`config.mk`:
```
export PLATFORM = sky130hd
export DESIGN_NAME = elt_top
export DESIGN_NICKNAME = d
export VERILOG_FILES = /design/src/rtl/elt_mem.v /design/src/rtl/elt_measure.v /design/src/rtl/elt_top.v
export VERILOG_INCLUDE_DIRS = /design/src /design/src/rtl
export SDC_FILE = /design/constraint.sdc
export NUM_CORES = 1
export LEC_CHECK = 0
export BUFFER_PORTS_ARGS = -buffer_cell sky130_fd_sc_hd__buf_4
export CORE_MARGIN = 2
export CORE_UTILIZATION = 35
export CTS_BUF_LIST = sky130_fd_sc_hd__clkbuf_16
export DETAILED_ROUTE_END_ITERATION = 6
export GPL_TIMING_DRIVEN = 1
export SYNTH_ARGS = -nofsm -noshare
export SYNTH_HDL_FRONTEND = slang
export SYNTH_HIERARCHICAL = 1
export SYNTH_SLANG_ARGS = --single-unit
```
`constraint.sdc`:
```
create_clock -name mclk -period 8.55 [get_ports mclk]
set_input_delay 0.855 -clock mclk [delete_from_list [all_inputs] [get_ports mclk]]
set_output_delay 0.855 -clock mclk [all_outputs]
set_load 0.02 [all_outputs]
```
`src/rtl/elt_defines.vh`:
```
`ifndef ELT_DEFINES_VH
`define ELT_DEFINES_VH

////////////////////////////////////////////////////////////////////////////////
// register byte offsets
`define ELT_OFF_OP 8'h00
`define ELT_OFF_ENCL 8'h04
`define ELT_OFF_PAGE 8'h08
`define ELT_OFF_LIN 8'h0c
`define ELT_OFF_DATA 8'h10
`define ELT_OFF_STAT 8'h14
`define ELT_OFF_RDAT 8'h18
`define ELT_OFF_CFG 8'h1c

////////////////////////////////////////////////////////////////////////////////
// operation codes
`define ELT_OP_CREATE 4'h1
`define ELT_OP_ADD 4'h2
`define ELT_OP_EXTEND 4'h3
`define ELT_OP_INIT 4'h4
`define ELT_OP_ENTER 4'h5
`define ELT_OP_EXIT 4'h6
`define ELT_OP_REMOVE 4'h7
`define ELT_OP_FLAGS_WR 4'h8
`define ELT_OP_FLAGS_RD 4'h9
`define ELT_OP_AUG 4'ha
`define ELT_OP_CHECK 4'hb
`define ELT_OP_MEAS_RD 4'hc

////////////////////////////////////////////////////////////////////////////////
// result codes
`define ELT_RES_OK 3'h0
`define ELT_RES_BADOP 3'h1
`define ELT_RES_STATE 3'h2
`define ELT_RES_LOCKED 3'h3
`define ELT_RES_DENIED 3'h4
`define ELT_RES_RANGE 3'h5
`define ELT_RES_PAGE 3'h6

////////////////////////////////////////////////////////////////////////////////
// fields, bit positions, constants
`define ELT_PAGE_SHIFT 12
`define ELT_CFG_EXT 0
`define ELT_CFG_DBG 1
`define ELT_FLAG_OPTIN 0
`define ELT_ST_BUSY 0
`define ELT_ST_RES 1
`define ELT_ST_IN 4
`define ELT_ST_STEP 5
`define ELT_ST_ID 8
`define ELT_MEAS_INIT 32'h5a5a0001
`define ELT_MEAS_MIX 32'h9e3779b9
`define ELT_MEAS_ROT 5
`define ELT_RESP_OKAY 2'h0
`define ELT_RESP_SLVERR 2'h2

`endif

```
`src/rtl/elt_mem.v`:
```
`timescale 1ns/1ps
`include "elt_defines.vh"

// page owner table: owner id and thread-structure flag per page
module elt_mem #(
   parameter DEPTH = 16,
   parameter AW = 4,
   parameter DW = 3
)(
   // clock
   input wire mclk,
   // write port
   input wire we,
   input wire [AW-1:0] waddr,
   input wire [DW-1:0] wdata,
   // read port, data one cycle after address
   input wire [AW-1:0] raddr,
   output reg [DW-1:0] rdata
);

   reg [DW-1:0] mem [0:DEPTH-1];

   always @(posedge mclk)
   begin
      if (we)
         mem[waddr] <= wdata;
      rdata <= mem[raddr];
   end

endmodule

```
`src/rtl/elt_measure.v`:
```
`timescale 1ns/1ps
`include "elt_defines.vh"

// one step of the running build digest; not cryptographic, a stand-in mixer
module elt_measure (
   // digest in and item folded in
   input wire [31:0] cur,
   input wire [31:0] item,
   // digest out
   output wire [31:0] next_meas
);

   wire [31:0] rot;

   assign rot = {cur[31-`ELT_MEAS_ROT:0], cur[31:32-`ELT_MEAS_ROT]};
   assign next_meas = (rot ^ item) + `ELT_MEAS_MIX;

endmodule

```
`src/rtl/elt_top.v`:
```
// How it works
// - one hidden control structure per enclave
// - create sets up structure, seeds measurement
// - add page and extend update measurement
// - initialize locks measurement for good
// - thread structures per enclave for entry/exit
// - flags access only for debug enclaves
// - debug opt-in bit permits single stepping
// - thread structure made by add or extended ops
// - enter transfers to enclave code, exit returns
// - range reserves addresses; commit attaches pages
// - removed page is free for others
// - outside software blocked from enclave pages
// - extended ops add memory to running enclave
// - pages are 4KB, 4KB aligned
`timescale 1ns/1ps
`include "elt_defines.vh"

module elt_top #(
   parameter NENC = 4,
   parameter IDW = 2,
   parameter NPAGE = 16,
   parameter PW = 4
)(
   // clock and reset
   input wire mclk,
   input wire reset_n,
   // axi4-lite write address
   input wire [7:0] s_axi_awaddr,
   input wire s_axi_awvalid,
   output reg s_axi_awready,
   // axi4-lite write data
   input wire [31:0] s_axi_wdata,
   input wire [3:0] s_axi_wstrb,
   input wire s_axi_wvalid,
   output reg s_axi_wready,
   // axi4-lite write response
   output reg [1:0] s_axi_bresp,
   output reg s_axi_bvalid,
   input wire s_axi_bready,
   // axi4-lite read address
   input wire [7:0] s_axi_araddr,
   input wire s_axi_arvalid,
   output reg s_axi_arready,
   // axi4-lite read data
   output reg [31:0] s_axi_rdata,
   output reg [1:0] s_axi_rresp,
   output reg s_axi_rvalid,
   input wire s_axi_rready,
   // execution context
   output reg in_enclave,
   output reg step_permit
);

   localparam S_IDLE = 2'b01;
   localparam S_EXEC = 2'b10;

   ////////////////////////////////////////////////////////////////////////////////
   // declarations

   reg [1:0] state;
   reg [3:0] op_arg;
   reg [IDW-1:0] id_arg;
   reg [PW-1:0] page_arg;
   reg [31:0] lin_arg;
   reg [31:0] data_arg;
   reg [1:0] cfg;
   reg [2:0] result;
   reg [31:0] rdat;
   reg start;

   reg aw_held;
   reg [7:0] aw_addr;
   reg w_held;
   reg [31:0] w_data;
   reg [3:0] w_strb;

   reg [NENC-1:0] e_valid;
   reg [NENC-1:0] e_locked;
   reg [NENC-1:0] e_debug;
   reg [31:0] e_meas [0:NENC-1];
   reg [19:0] e_base [0:NENC-1];
   reg [19:0] e_size [0:NENC-1];
   reg [3:0] e_tcs_cnt [0:NENC-1];
   reg [31:0] e_flags [0:NENC-1];
   reg [NPAGE-1:0] pg_valid;
   reg [IDW-1:0] cur_id;

   reg [31:0] next_rdata;
   reg [1:0] next_rresp;

   wire [IDW:0] m_rdata;
   wire [IDW-1:0] m_owner;
   wire m_tcs;
   wire busy;
   wire do_wr;
   wire ev;
   wire el;
   wire ed;
   wire has_tcs;
   wire pvalid;
   wire owned;
   wire mine_now;
   wire [19:0] lp;
   wire [19:0] off;
   wire aligned;
   wire in_rng;
   wire place_ok;
   wire commit;
   wire [31:0] meas_item;
   wire [31:0] meas_new;
   integer i;

   function [31:0] merge;
      input [31:0] old;
      input [31:0] nw;
      input [3:0] st;
      integer k;
      begin
         for (k = 0; k < 4; k = k + 1)
            merge[k*8 +: 8] = st[k] ? nw[k*8 +: 8] : old[k*8 +: 8];
      end
   endfunction

   ////////////////////////////////////////////////////////////////////////////////
   // operation checks

   assign busy = state[1];
   assign do_wr = aw_held & w_held & ~s_axi_bvalid;
   assign m_owner = m_rdata[IDW-1:0];
   assign m_tcs = m_rdata[IDW];
   assign ev = e_valid[id_arg];
   assign el = e_locked[id_arg];
   assign ed = e_debug[id_arg];
   assign has_tcs = e_tcs_cnt[id_arg] != 4'h0;
   assign pvalid = pg_valid[page_arg];
   assign owned = pvalid & (m_owner == id_arg);
   assign mine_now = in_enclave & (cur_id == m_owner);
   assign lp = lin_arg[31:`ELT_PAGE_SHIFT];
   assign aligned = lin_arg[`ELT_PAGE_SHIFT-1:0] == {`ELT_PAGE_SHIFT{1'b0}};
   assign off = lp - e_base[id_arg];
   assign in_rng = (lp >= e_base[id_arg]) & (off < e_size[id_arg]);
   assign place_ok = aligned & in_rng & ~pvalid;
   // commitment is the only path that attaches a page to an enclave
   assign commit = busy & place_ok & ev &
      (((op_arg == `ELT_OP_ADD) & ~el) |
       ((op_arg == `ELT_OP_AUG) & el & cfg[`ELT_CFG_EXT]));
   assign meas_item = (op_arg == `ELT_OP_EXTEND) ? data_arg : lin_arg;

   elt_mem #(
      .DEPTH(NPAGE),
      .AW(PW),
      .DW(IDW + 1)
   ) u_mem (
      .mclk(mclk),
      .we(commit),
      .waddr(page_arg),
      .wdata({data_arg[0], id_arg}),
      .raddr(page_arg),
      .rdata(m_rdata)
   );

   elt_measure u_meas (
      .cur(e_meas[id_arg]),
      .item(meas_item),
      .next_meas(meas_new)
   );

   ////////////////////////////////////////////////////////////////////////////////
   // axi4-lite write side and argument registers

   always @(posedge mclk or negedge reset_n)
   begin
      if (!reset_n)
      begin
         s_axi_awready <= 1'b1;
         s_axi_wready <= 1'b1;
         s_axi_bvalid <= 1'b0;
         s_axi_bresp <= `ELT_RESP_OKAY;
         aw_held <= 1'b0;
         aw_addr <= 8'h00;
         w_held <= 1'b0;
         w_data <= 32'h0000_0000;
         w_strb <= 4'h0;
         op_arg <= 4'h0;
         id_arg <= {IDW{1'b0}};
         page_arg <= {PW{1'b0}};
         lin_arg <= 32'h0000_0000;
         data_arg <= 32'h0000_0000;
         cfg <= 2'h0;
         start <= 1'b0;
      end
      else
      begin
         start <= 1'b0;
         if (s_axi_awvalid & s_axi_awready)
         begin
            aw_held <= 1'b1;
            aw_addr <= s_axi_awaddr;
            s_axi_awready <= 1'b0;
         end
         if (s_axi_wvalid & s_axi_wready)
         begin
            w_held <= 1'b1;
            w_data <= s_axi_wdata;
            w_strb <= s_axi_wstrb;
            s_axi_wready <= 1'b0;
         end
         if (do_wr)
         begin
            aw_held <= 1'b0;
            w_held <= 1'b0;
            s_axi_bvalid <= 1'b1;
            s_axi_bresp <= `ELT_RESP_OKAY;
            case (aw_addr)
               `ELT_OFF_OP:
                  // a new operation while one runs is refused, not queued
                  if (busy | start)
                     s_axi_bresp <= `ELT_RESP_SLVERR;
                  else if (w_strb[0])
                  begin
                     op_arg <= w_data[3:0];
                     start <= 1'b1;
                  end
               `ELT_OFF_ENCL:
                  if (w_strb[0])
                     id_arg <= w_data[IDW-1:0];
               `ELT_OFF_PAGE:
                  if (w_strb[0])
                     page_arg <= w_data[PW-1:0];
               `ELT_OFF_LIN:
                  lin_arg <= merge(lin_arg, w_data, w_strb);
               `ELT_OFF_DATA:
                  data_arg <= merge(data_arg, w_data, w_strb);
               `ELT_OFF_CFG:
                  if (w_strb[0])
                     cfg <= w_data[1:0];
               `ELT_OFF_STAT, `ELT_OFF_RDAT:
                  s_axi_bresp <= `ELT_RESP_OKAY;
               default:
                  s_axi_bresp <= `ELT_RESP_SLVERR;
            endcase
         end
         if (s_axi_bvalid & s_axi_bready)
         begin
            s_axi_bvalid <= 1'b0;
            s_axi_awready <= 1'b1;
            s_axi_wready <= 1'b1;
         end
      end
   end

   ////////////////////////////////////////////////////////////////////////////////
   // axi4-lite read side; control structures have no address of their own

   always @*
   begin
      next_rresp = `ELT_RESP_OKAY;
      next_rdata = 32'h0000_0000;
      case (s_axi_araddr)
         `ELT_OFF_OP: next_rdata[3:0] = op_arg;
         `ELT_OFF_ENCL: next_rdata[IDW-1:0] = id_arg;
         `ELT_OFF_PAGE: next_rdata[PW-1:0] = page_arg;
         `ELT_OFF_LIN: next_rdata = lin_arg;
         `ELT_OFF_DATA: next_rdata = data_arg;
         `ELT_OFF_STAT:
         begin
            next_rdata[`ELT_ST_BUSY] = busy | start;
            next_rdata[`ELT_ST_RES +: 3] = result;
            next_rdata[`ELT_ST_IN] = in_enclave;
            next_rdata[`ELT_ST_STEP] = step_permit;
            next_rdata[`ELT_ST_ID +: IDW] = cur_id;
         end
         `ELT_OFF_RDAT: next_rdata = rdat;
         `ELT_OFF_CFG: next_rdata[1:0] = cfg;
         default: next_rresp = `ELT_RESP_SLVERR;
      endcase
   end

   always @(posedge mclk or negedge reset_n)
   begin
      if (!reset_n)
      begin
         s_axi_arready <= 1'b1;
         s_axi_rvalid <= 1'b0;
         s_axi_rdata <= 32'h0000_0000;
         s_axi_rresp <= `ELT_RESP_OKAY;
      end
      else
      begin
         if (s_axi_arvalid & s_axi_arready)
         begin
            s_axi_arready <= 1'b0;
            s_axi_rvalid <= 1'b1;
            s_axi_rdata <= next_rdata;
            s_axi_rresp <= next_rresp;
         end
         if (s_axi_rvalid & s_axi_rready)
         begin
            s_axi_rvalid <= 1'b0;
            s_axi_arready <= 1'b1;
         end
      end
   end

   ////////////////////////////////////////////////////////////////////////////////
   // operation engine: one execute cycle per operation

   always @(posedge mclk or negedge reset_n)
   begin
      if (!reset_n)
      begin
         state <= S_IDLE;
         result <= `ELT_RES_OK;
         rdat <= 32'h0000_0000;
         e_valid <= {NENC{1'b0}};
         e_locked <= {NENC{1'b0}};
         e_debug <= {NENC{1'b0}};
         pg_valid <= {NPAGE{1'b0}};
         in_enclave <= 1'b0;
         cur_id <= {IDW{1'b0}};
         step_permit <= 1'b0;
         for (i = 0; i < NENC; i = i + 1)
         begin
            e_meas[i] <= 32'h0000_0000;
            e_base[i] <= 20'h00000;
            e_size[i] <= 20'h00000;
            e_tcs_cnt[i] <= 4'h0;
            e_flags[i] <= 32'h0000_0000;
         end
      end
      else
      begin
         // stepping is allowed only inside a debug enclave that opted in
         step_permit <= in_enclave & e_debug[cur_id] &
            e_flags[cur_id][`ELT_FLAG_OPTIN];
         case (state)
            S_IDLE:
               if (start)
                  state <= S_EXEC;
            S_EXEC:
            begin
               state <= S_IDLE;
               result <= `ELT_RES_OK;
               case (op_arg)
                  `ELT_OP_CREATE:
                     if (ev)
                        result <= `ELT_RES_STATE;
                     else
                     begin
                        e_valid[id_arg] <= 1'b1;
                        e_locked[id_arg] <= 1'b0;
                        e_debug[id_arg] <= cfg[`ELT_CFG_DBG];
                        e_meas[id_arg] <= `ELT_MEAS_INIT;
                        e_base[id_arg] <= lp;
                        e_size[id_arg] <= data_arg[19:0];
                        e_tcs_cnt[id_arg] <= 4'h0;
                        e_flags[id_arg] <= 32'h0000_0000;
                     end
                  `ELT_OP_ADD, `ELT_OP_AUG:
                     if (op_arg == `ELT_OP_AUG & ~cfg[`ELT_CFG_EXT])
                        result <= `ELT_RES_BADOP;
                     else if (~ev | (op_arg == `ELT_OP_AUG & ~el))
                        result <= `ELT_RES_STATE;
                     else if (op_arg == `ELT_OP_ADD & el)
                        result <= `ELT_RES_LOCKED;
                     else if (~aligned | ~in_rng)
                        result <= `ELT_RES_RANGE;
                     else if (pvalid)
                        result <= `ELT_RES_PAGE;
                     else
                     begin
                        pg_valid[page_arg] <= 1'b1;
                        if (op_arg == `ELT_OP_ADD)
                           e_meas[id_arg] <= meas_new;
                        if (data_arg[0])
                           e_tcs_cnt[id_arg] <= e_tcs_cnt[id_arg] + 4'h1;
                     end
                  `ELT_OP_EXTEND:
                     if (~ev)
                        result <= `ELT_RES_STATE;
                     else if (el)
                        result <= `ELT_RES_LOCKED;
                     else if (~owned)
                        result <= `ELT_RES_PAGE;
                     else
                        e_meas[id_arg] <= meas_new;
                  `ELT_OP_INIT:
                     if (~ev)
                        result <= `ELT_RES_STATE;
                     else if (el)
                        result <= `ELT_RES_LOCKED;
                     else
                        e_locked[id_arg] <= 1'b1;
                  `ELT_OP_ENTER:
                     if (~ev | ~el | in_enclave | ~has_tcs)
                        result <= `ELT_RES_STATE;
                     else if (~owned)
                        result <= `ELT_RES_PAGE;
                     else
                     begin
                        in_enclave <= 1'b1;
                        cur_id <= id_arg;
                     end
                  `ELT_OP_EXIT:
                     if (~in_enclave)
                        result <= `ELT_RES_STATE;
                     else
                        in_enclave <= 1'b0;
                  `ELT_OP_REMOVE:
                     // teardown relies on software sweeping every page
                     if (~pvalid)
                        result <= `ELT_RES_PAGE;
                     else if (mine_now)
                        result <= `ELT_RES_STATE;
                     else
                     begin
                        pg_valid[page_arg] <= 1'b0;
                        if (m_tcs & e_tcs_cnt[m_owner] != 4'h0)
                           e_tcs_cnt[m_owner] <= e_tcs_cnt[m_owner] - 4'h1;
                     end
                  `ELT_OP_FLAGS_WR:
                     if (~ev | ~ed | ~has_tcs)
                        result <= `ELT_RES_DENIED;
                     else
                        e_flags[id_arg] <= data_arg;
                  `ELT_OP_FLAGS_RD:
                     if (~ev | ~ed | ~has_tcs)
                        result <= `ELT_RES_DENIED;
                     else
                        rdat <= e_flags[id_arg];
                  `ELT_OP_CHECK:
                     if (pvalid & ~mine_now)
                        result <= `ELT_RES_DENIED;
                  `ELT_OP_MEAS_RD:
                     if (~ev | ~el)
                        result <= `ELT_RES_DENIED;
                     else
                        rdat <= e_meas[id_arg];
                  default:
                     result <= `ELT_RES_BADOP;
               endcase
            end
            default:
               state <= S_IDLE;
         endcase
      end
   end

endmodule

```
==> results.py <==
metrics = {
    "setup_path": {
        "crit_type": "reg -> reg",
        "cp.arrival_ns": 6.75,
        "cp_slowest_cell": "dfrtp_4",
        "crit_chain": "mux4_2 > ha_1 > inv_1 > fa_1 > a21oi_1 > o21ai_0 > a21oi_1 > o21ai_0 > a21o_1 > a21oi_1 > xnor2_1 > ha_1 > and3_1 > a221oi_1 > nor2b_1 > o21ai_0 > o2111a_4 > nand2_1 > nor3_1 > or3b_2 > nor3_1",
        "r2r-end": "u_mem/mem[0][1]",
        "r2r_start": "id_arg[0]",
        "r2r_setup_slack_ns": 2.09,
        "crit_required_ns": 8.84,
        "slowest_delay_ns": 0.87,
        "path_max_fanout": 32,
        "endpoint_kind": "register",
        "cp-start-kind": "register",
        "reg2reg_depth": 21,
    },
    "logic_synthesis": {
        "synth_edf_count": 48,
        "ys_seq_area_share_pct": 51.0,
        "syn_area_um2": 35500,
        "ys_ff_latch": 714,
        "synth_ff_type": "dfrtp_1",
        "async_flop_share_pct": 92.9,
        "syn_inst": 2618,
        "syn_area_per_cell_um2": 13.6,
        "ys_types": 85,
        "yosys_warnings": 6,
    },
    "power": {
        "leakage_nw": 18.0,
        "p_sw_mw": 2.53,
        "p_sw_share_pct": 29.4,
        "vdd_drop_max_mv": 0.227,
        "power_density_nw_per_um2": 215,
        "p_int_mw": 6.09,
        "p_clk_share_pct": 37.4,
        "pwr-share-seq_pct": 44.7,
        "p_comb_share_pct": 17.9,
        "p_total_mw": 8.62,
    },
    "final_layout": {
        "instances_no_fill": 4118,
        "num-fill-cells": 9371,
        "nets": 2804,
        "synthToLayoutAreaGrowth_pct": 13.1,
        "n_antenna_cell": 0,
        "drive_above_1_share_pct": 37.7,
    },
    "detailed_routing": {
        "drtIter0Drc": 1889,
        "wl_um": 95600,
        "avgViaCountPerCell": 5.38,
        "vias": 22162,
        "remaining_drc_errors": 0,
        "routedWlPerCell_um": 23.2,
        "ant_nets": 0,
        "drtPass1Iterations": 6,
    },
    "timing": {
        "slew_headroom_pct": 25.1,
        "setup_tns_ns": 0,
        "skew_ns": 0.0361,
        "tightest_slew_ns": 1.12,
        "slew_violations": 0,
        "max_freq_ghz": 0.155,
        "rsz0062_at_grt": "no",
        "hold_viol": 0,
        "period_minus_slack_ns": 6.46,
        "finalSetupViolCount": 0,
        "fin_crit_sh_pct": 75.5,
    },
    "placement": {
        "gp_congestion": 0.860,
        "post-dp-hpwl_um": 62300,
        "numPortBuffers": 99,
        "dp.cells": 3979,
    },
    "floorplan": {
        "rows": 116,
        "io_pins": 102,
        "core-area_um2": 100000,
        "die_h_um": 322,
        "die_w_um": 322,
        "die_area_um2": 104000,
        "start_util_pct": 35.4,
    },
    "clock_network": {
        "cts.sinks": 714,
        "cts-root-buf": "clkbuf_16",
        "cts_max_level": 3,
        "cts_setup_buffers": 0,
        "cts-resized-gates": 0,
        "hold_buffers": 0,
        "numCtsBuffers": 77,
        "cts_buffer_depth": 3,
        "cts.reportedPaths.clkPinSlew_ns": 0.06,
        "clk-insertion-delay-late_ns": 0.65,
        "cts_tree": "built",
    },
    "global_route": {
        "antenna_found_initial": 3,
        "grt_pass1_vias": 22842,
        "grt_first_pass_wirelength_um": 148000,
        "track_usage_pct": 18.6,
        "grt_max_degree": 178,
        "grt-ovfl-total": 0,
    },
    "outcome": {
        "status": "completed",
    },
    "flow_run": {
        "max_cap_violations": 0,
    },
    "worst_hold_path": {
        "hold_path_class": "in -> async",
    },
}
final cells by class:
cell class,instances,area [um^2],share of cell area (%)
tap,1357,1700,4.23
clock inverter,59,395,0.984
clock buffer,80,2000,4.98
timing repair buffer,142,1110,2.77
sequential,714,18100,45.1
multi-input combinational,1698,16600,41.3
inverter,68,255,0.636
logic make-up (layout without fill, tap and decap cells):
| logic type | Yosys count | in the layout | synth area share, % |
|---|---|---|---|
| other cells | 1 | 2 | 0.0106 |
| flops | 714 | 714 | 51.0 |
| simple gates | 502 | 502 | 7.12 |
| buf+inv | 207 | 349 | 2.59 |
| mux | 764 | 764 | 29.6 |
| fa+ha+maj | 45 | 45 | 1.60 |
| xor+xnor | 90 | 90 | 2.34 |
| compound gates | 295 | 295 | 5.77 |
metrics by stage:
stage | instance area [um^2] | utilization, % | hold WS (ns) | worst slack (ns)
2_1_floorplan | 35500 | - | 0.434 | 1.60
3_3_place_gp | 37800 | 37.7 | 0.446 | 2.20
3_5_place_dp | 37800 | 37.7 | 0.451 | 2.07
4_1_cts | 40200 | 40.0 | 0.268 | 2.06
5_1_grt | 40200 | 40.0 | 0.284 | 1.52
6_report | 40200 | 40.0 | 0.224 | 2.09
critical path, delay by kind of cell (launching register included):
family	cells	cell delay (ns)
AND/OR/NAND/NOR	6	1.55
AO/OA/AOI/OAI	9	2.25
flip-flops	1	0.87
buffers and inverters	1	0.06
multiplexers	1	0.35
adder cells (fa/ha/maj)	3	0.84
XOR/XNOR	1	0.15
how the worst max path moves through the flow:
| stage | depth (start not counted) | startpoint | slack (ns) | to |
|---|---|---|---|---|
| 3_3_place_gp | 21 | id_arg[0] | 2.20 | e_meas[33] |
| 3_5_place_dp | 21 | id_arg[0] | 2.07 | u_mem/mem[0][0] |
| 6_report | 21 | id_arg[0] | 2.09 | u_mem/mem[0][1] |
| 4_1_cts | 21 | id_arg[0] | 2.06 | u_mem/mem[0][2] |
| 2_1_floorplan | 25 | id_arg[0] | 1.60 | u_mem/mem[0][0] |
| 5_1_grt | 21 | id_arg[0] | 1.52 | u_mem/mem[0][2] |
cells in the mapped netlist (all sizes together) (8+ instances only):
| master | instances | area, um^2 |
|---|---|---|
| dfrtp | 659 | 16500 |
| mux2 | 594 | 7140 |
| nand2 | 165 | 619 |
| mux4 | 131 | 2980 |
| o21ai | 103 | 534 |
| nor2 | 77 | 292 |
| clkbuf | 76 | 285 |
| inv | 68 | 255 |
| buf | 63 | 380 |
| xnor2 | 55 | 482 |
| a21oi | 54 | 282 |
| edfxtp | 48 | 1440 |
| nand3 | 46 | 230 |
| ha | 43 | 538 |
| nor3 | 43 | 215 |
| mux2i | 39 | 390 |
| nor2b | 36 | 225 |
| and2 | 35 | 219 |
| xor2 | 35 | 348 |
| a222oi | 28 | 280 |
| or2 | 20 | 125 |
| a22o | 19 | 166 |
| nand2b | 19 | 119 |
| nor4 | 17 | 166 |
| o22ai | 14 | 87.6 |
| and3 | 12 | 75.1 |
| nand4 | 11 | 68.8 |
| a21o | 9 | 67.6 |
| or3 | 8 | 55.1 |
registers in the layout (all words and copies together), names as in the netlist, 8 cells and up, named ones only:
name         count
lin_arg         32
e_tcs_cnt       16
rdat            32
aw_addr          8
e_meas         128
u_mem/mem       48
w_data          32
e_size          80
s_axi_rdata     32
e_flags        128
data_arg        32
e_base          80
cells in the final DEF (no fill, tap or decap), types with 43 or more instances in the layout:
cell type / Yosys / final
inv_1: 68 / 85
mux2_2: 474 / 474
buf_4: 2 / 138
a21oi_1: 51 / 51
dfrtp_1: 659 / 657
nand2_1: 165 / 163
edfxtp_1: 48 / 48
mux4_2: 123 / 123
xnor2_1: 55 / 55
nor2_1: 76 / 65
clkbuf_16: 0 / 80
nand3_1: 46 / 45
o21ai_0: 100 / 100
mux2_4: 120 / 120
ha_1: 43 / 43
power by group through the flow:
stage | Combinational (mW) | Clock, mW | Sequential [mW]
5_1_grt | 1.70 | 3.45 | 3.87
3_5_place_dp | 1.55 | 0 | 3.91
6_report | 1.54 | 3.23 | 3.85
3_3_place_gp | 1.55 | 0 | 3.91
4_1_cts | 1.56 | 3.31 | 3.85
2_1_floorplan | 1.13 | 0 | 3.76
metal layers:
metal	share of wire (%)	track usage [%]
met1	47	27.1
met2	45	28.5
met3	5.0	2.85
met4	2.7	5.77
met5	0	0
(Power assumes the default switching activity.)
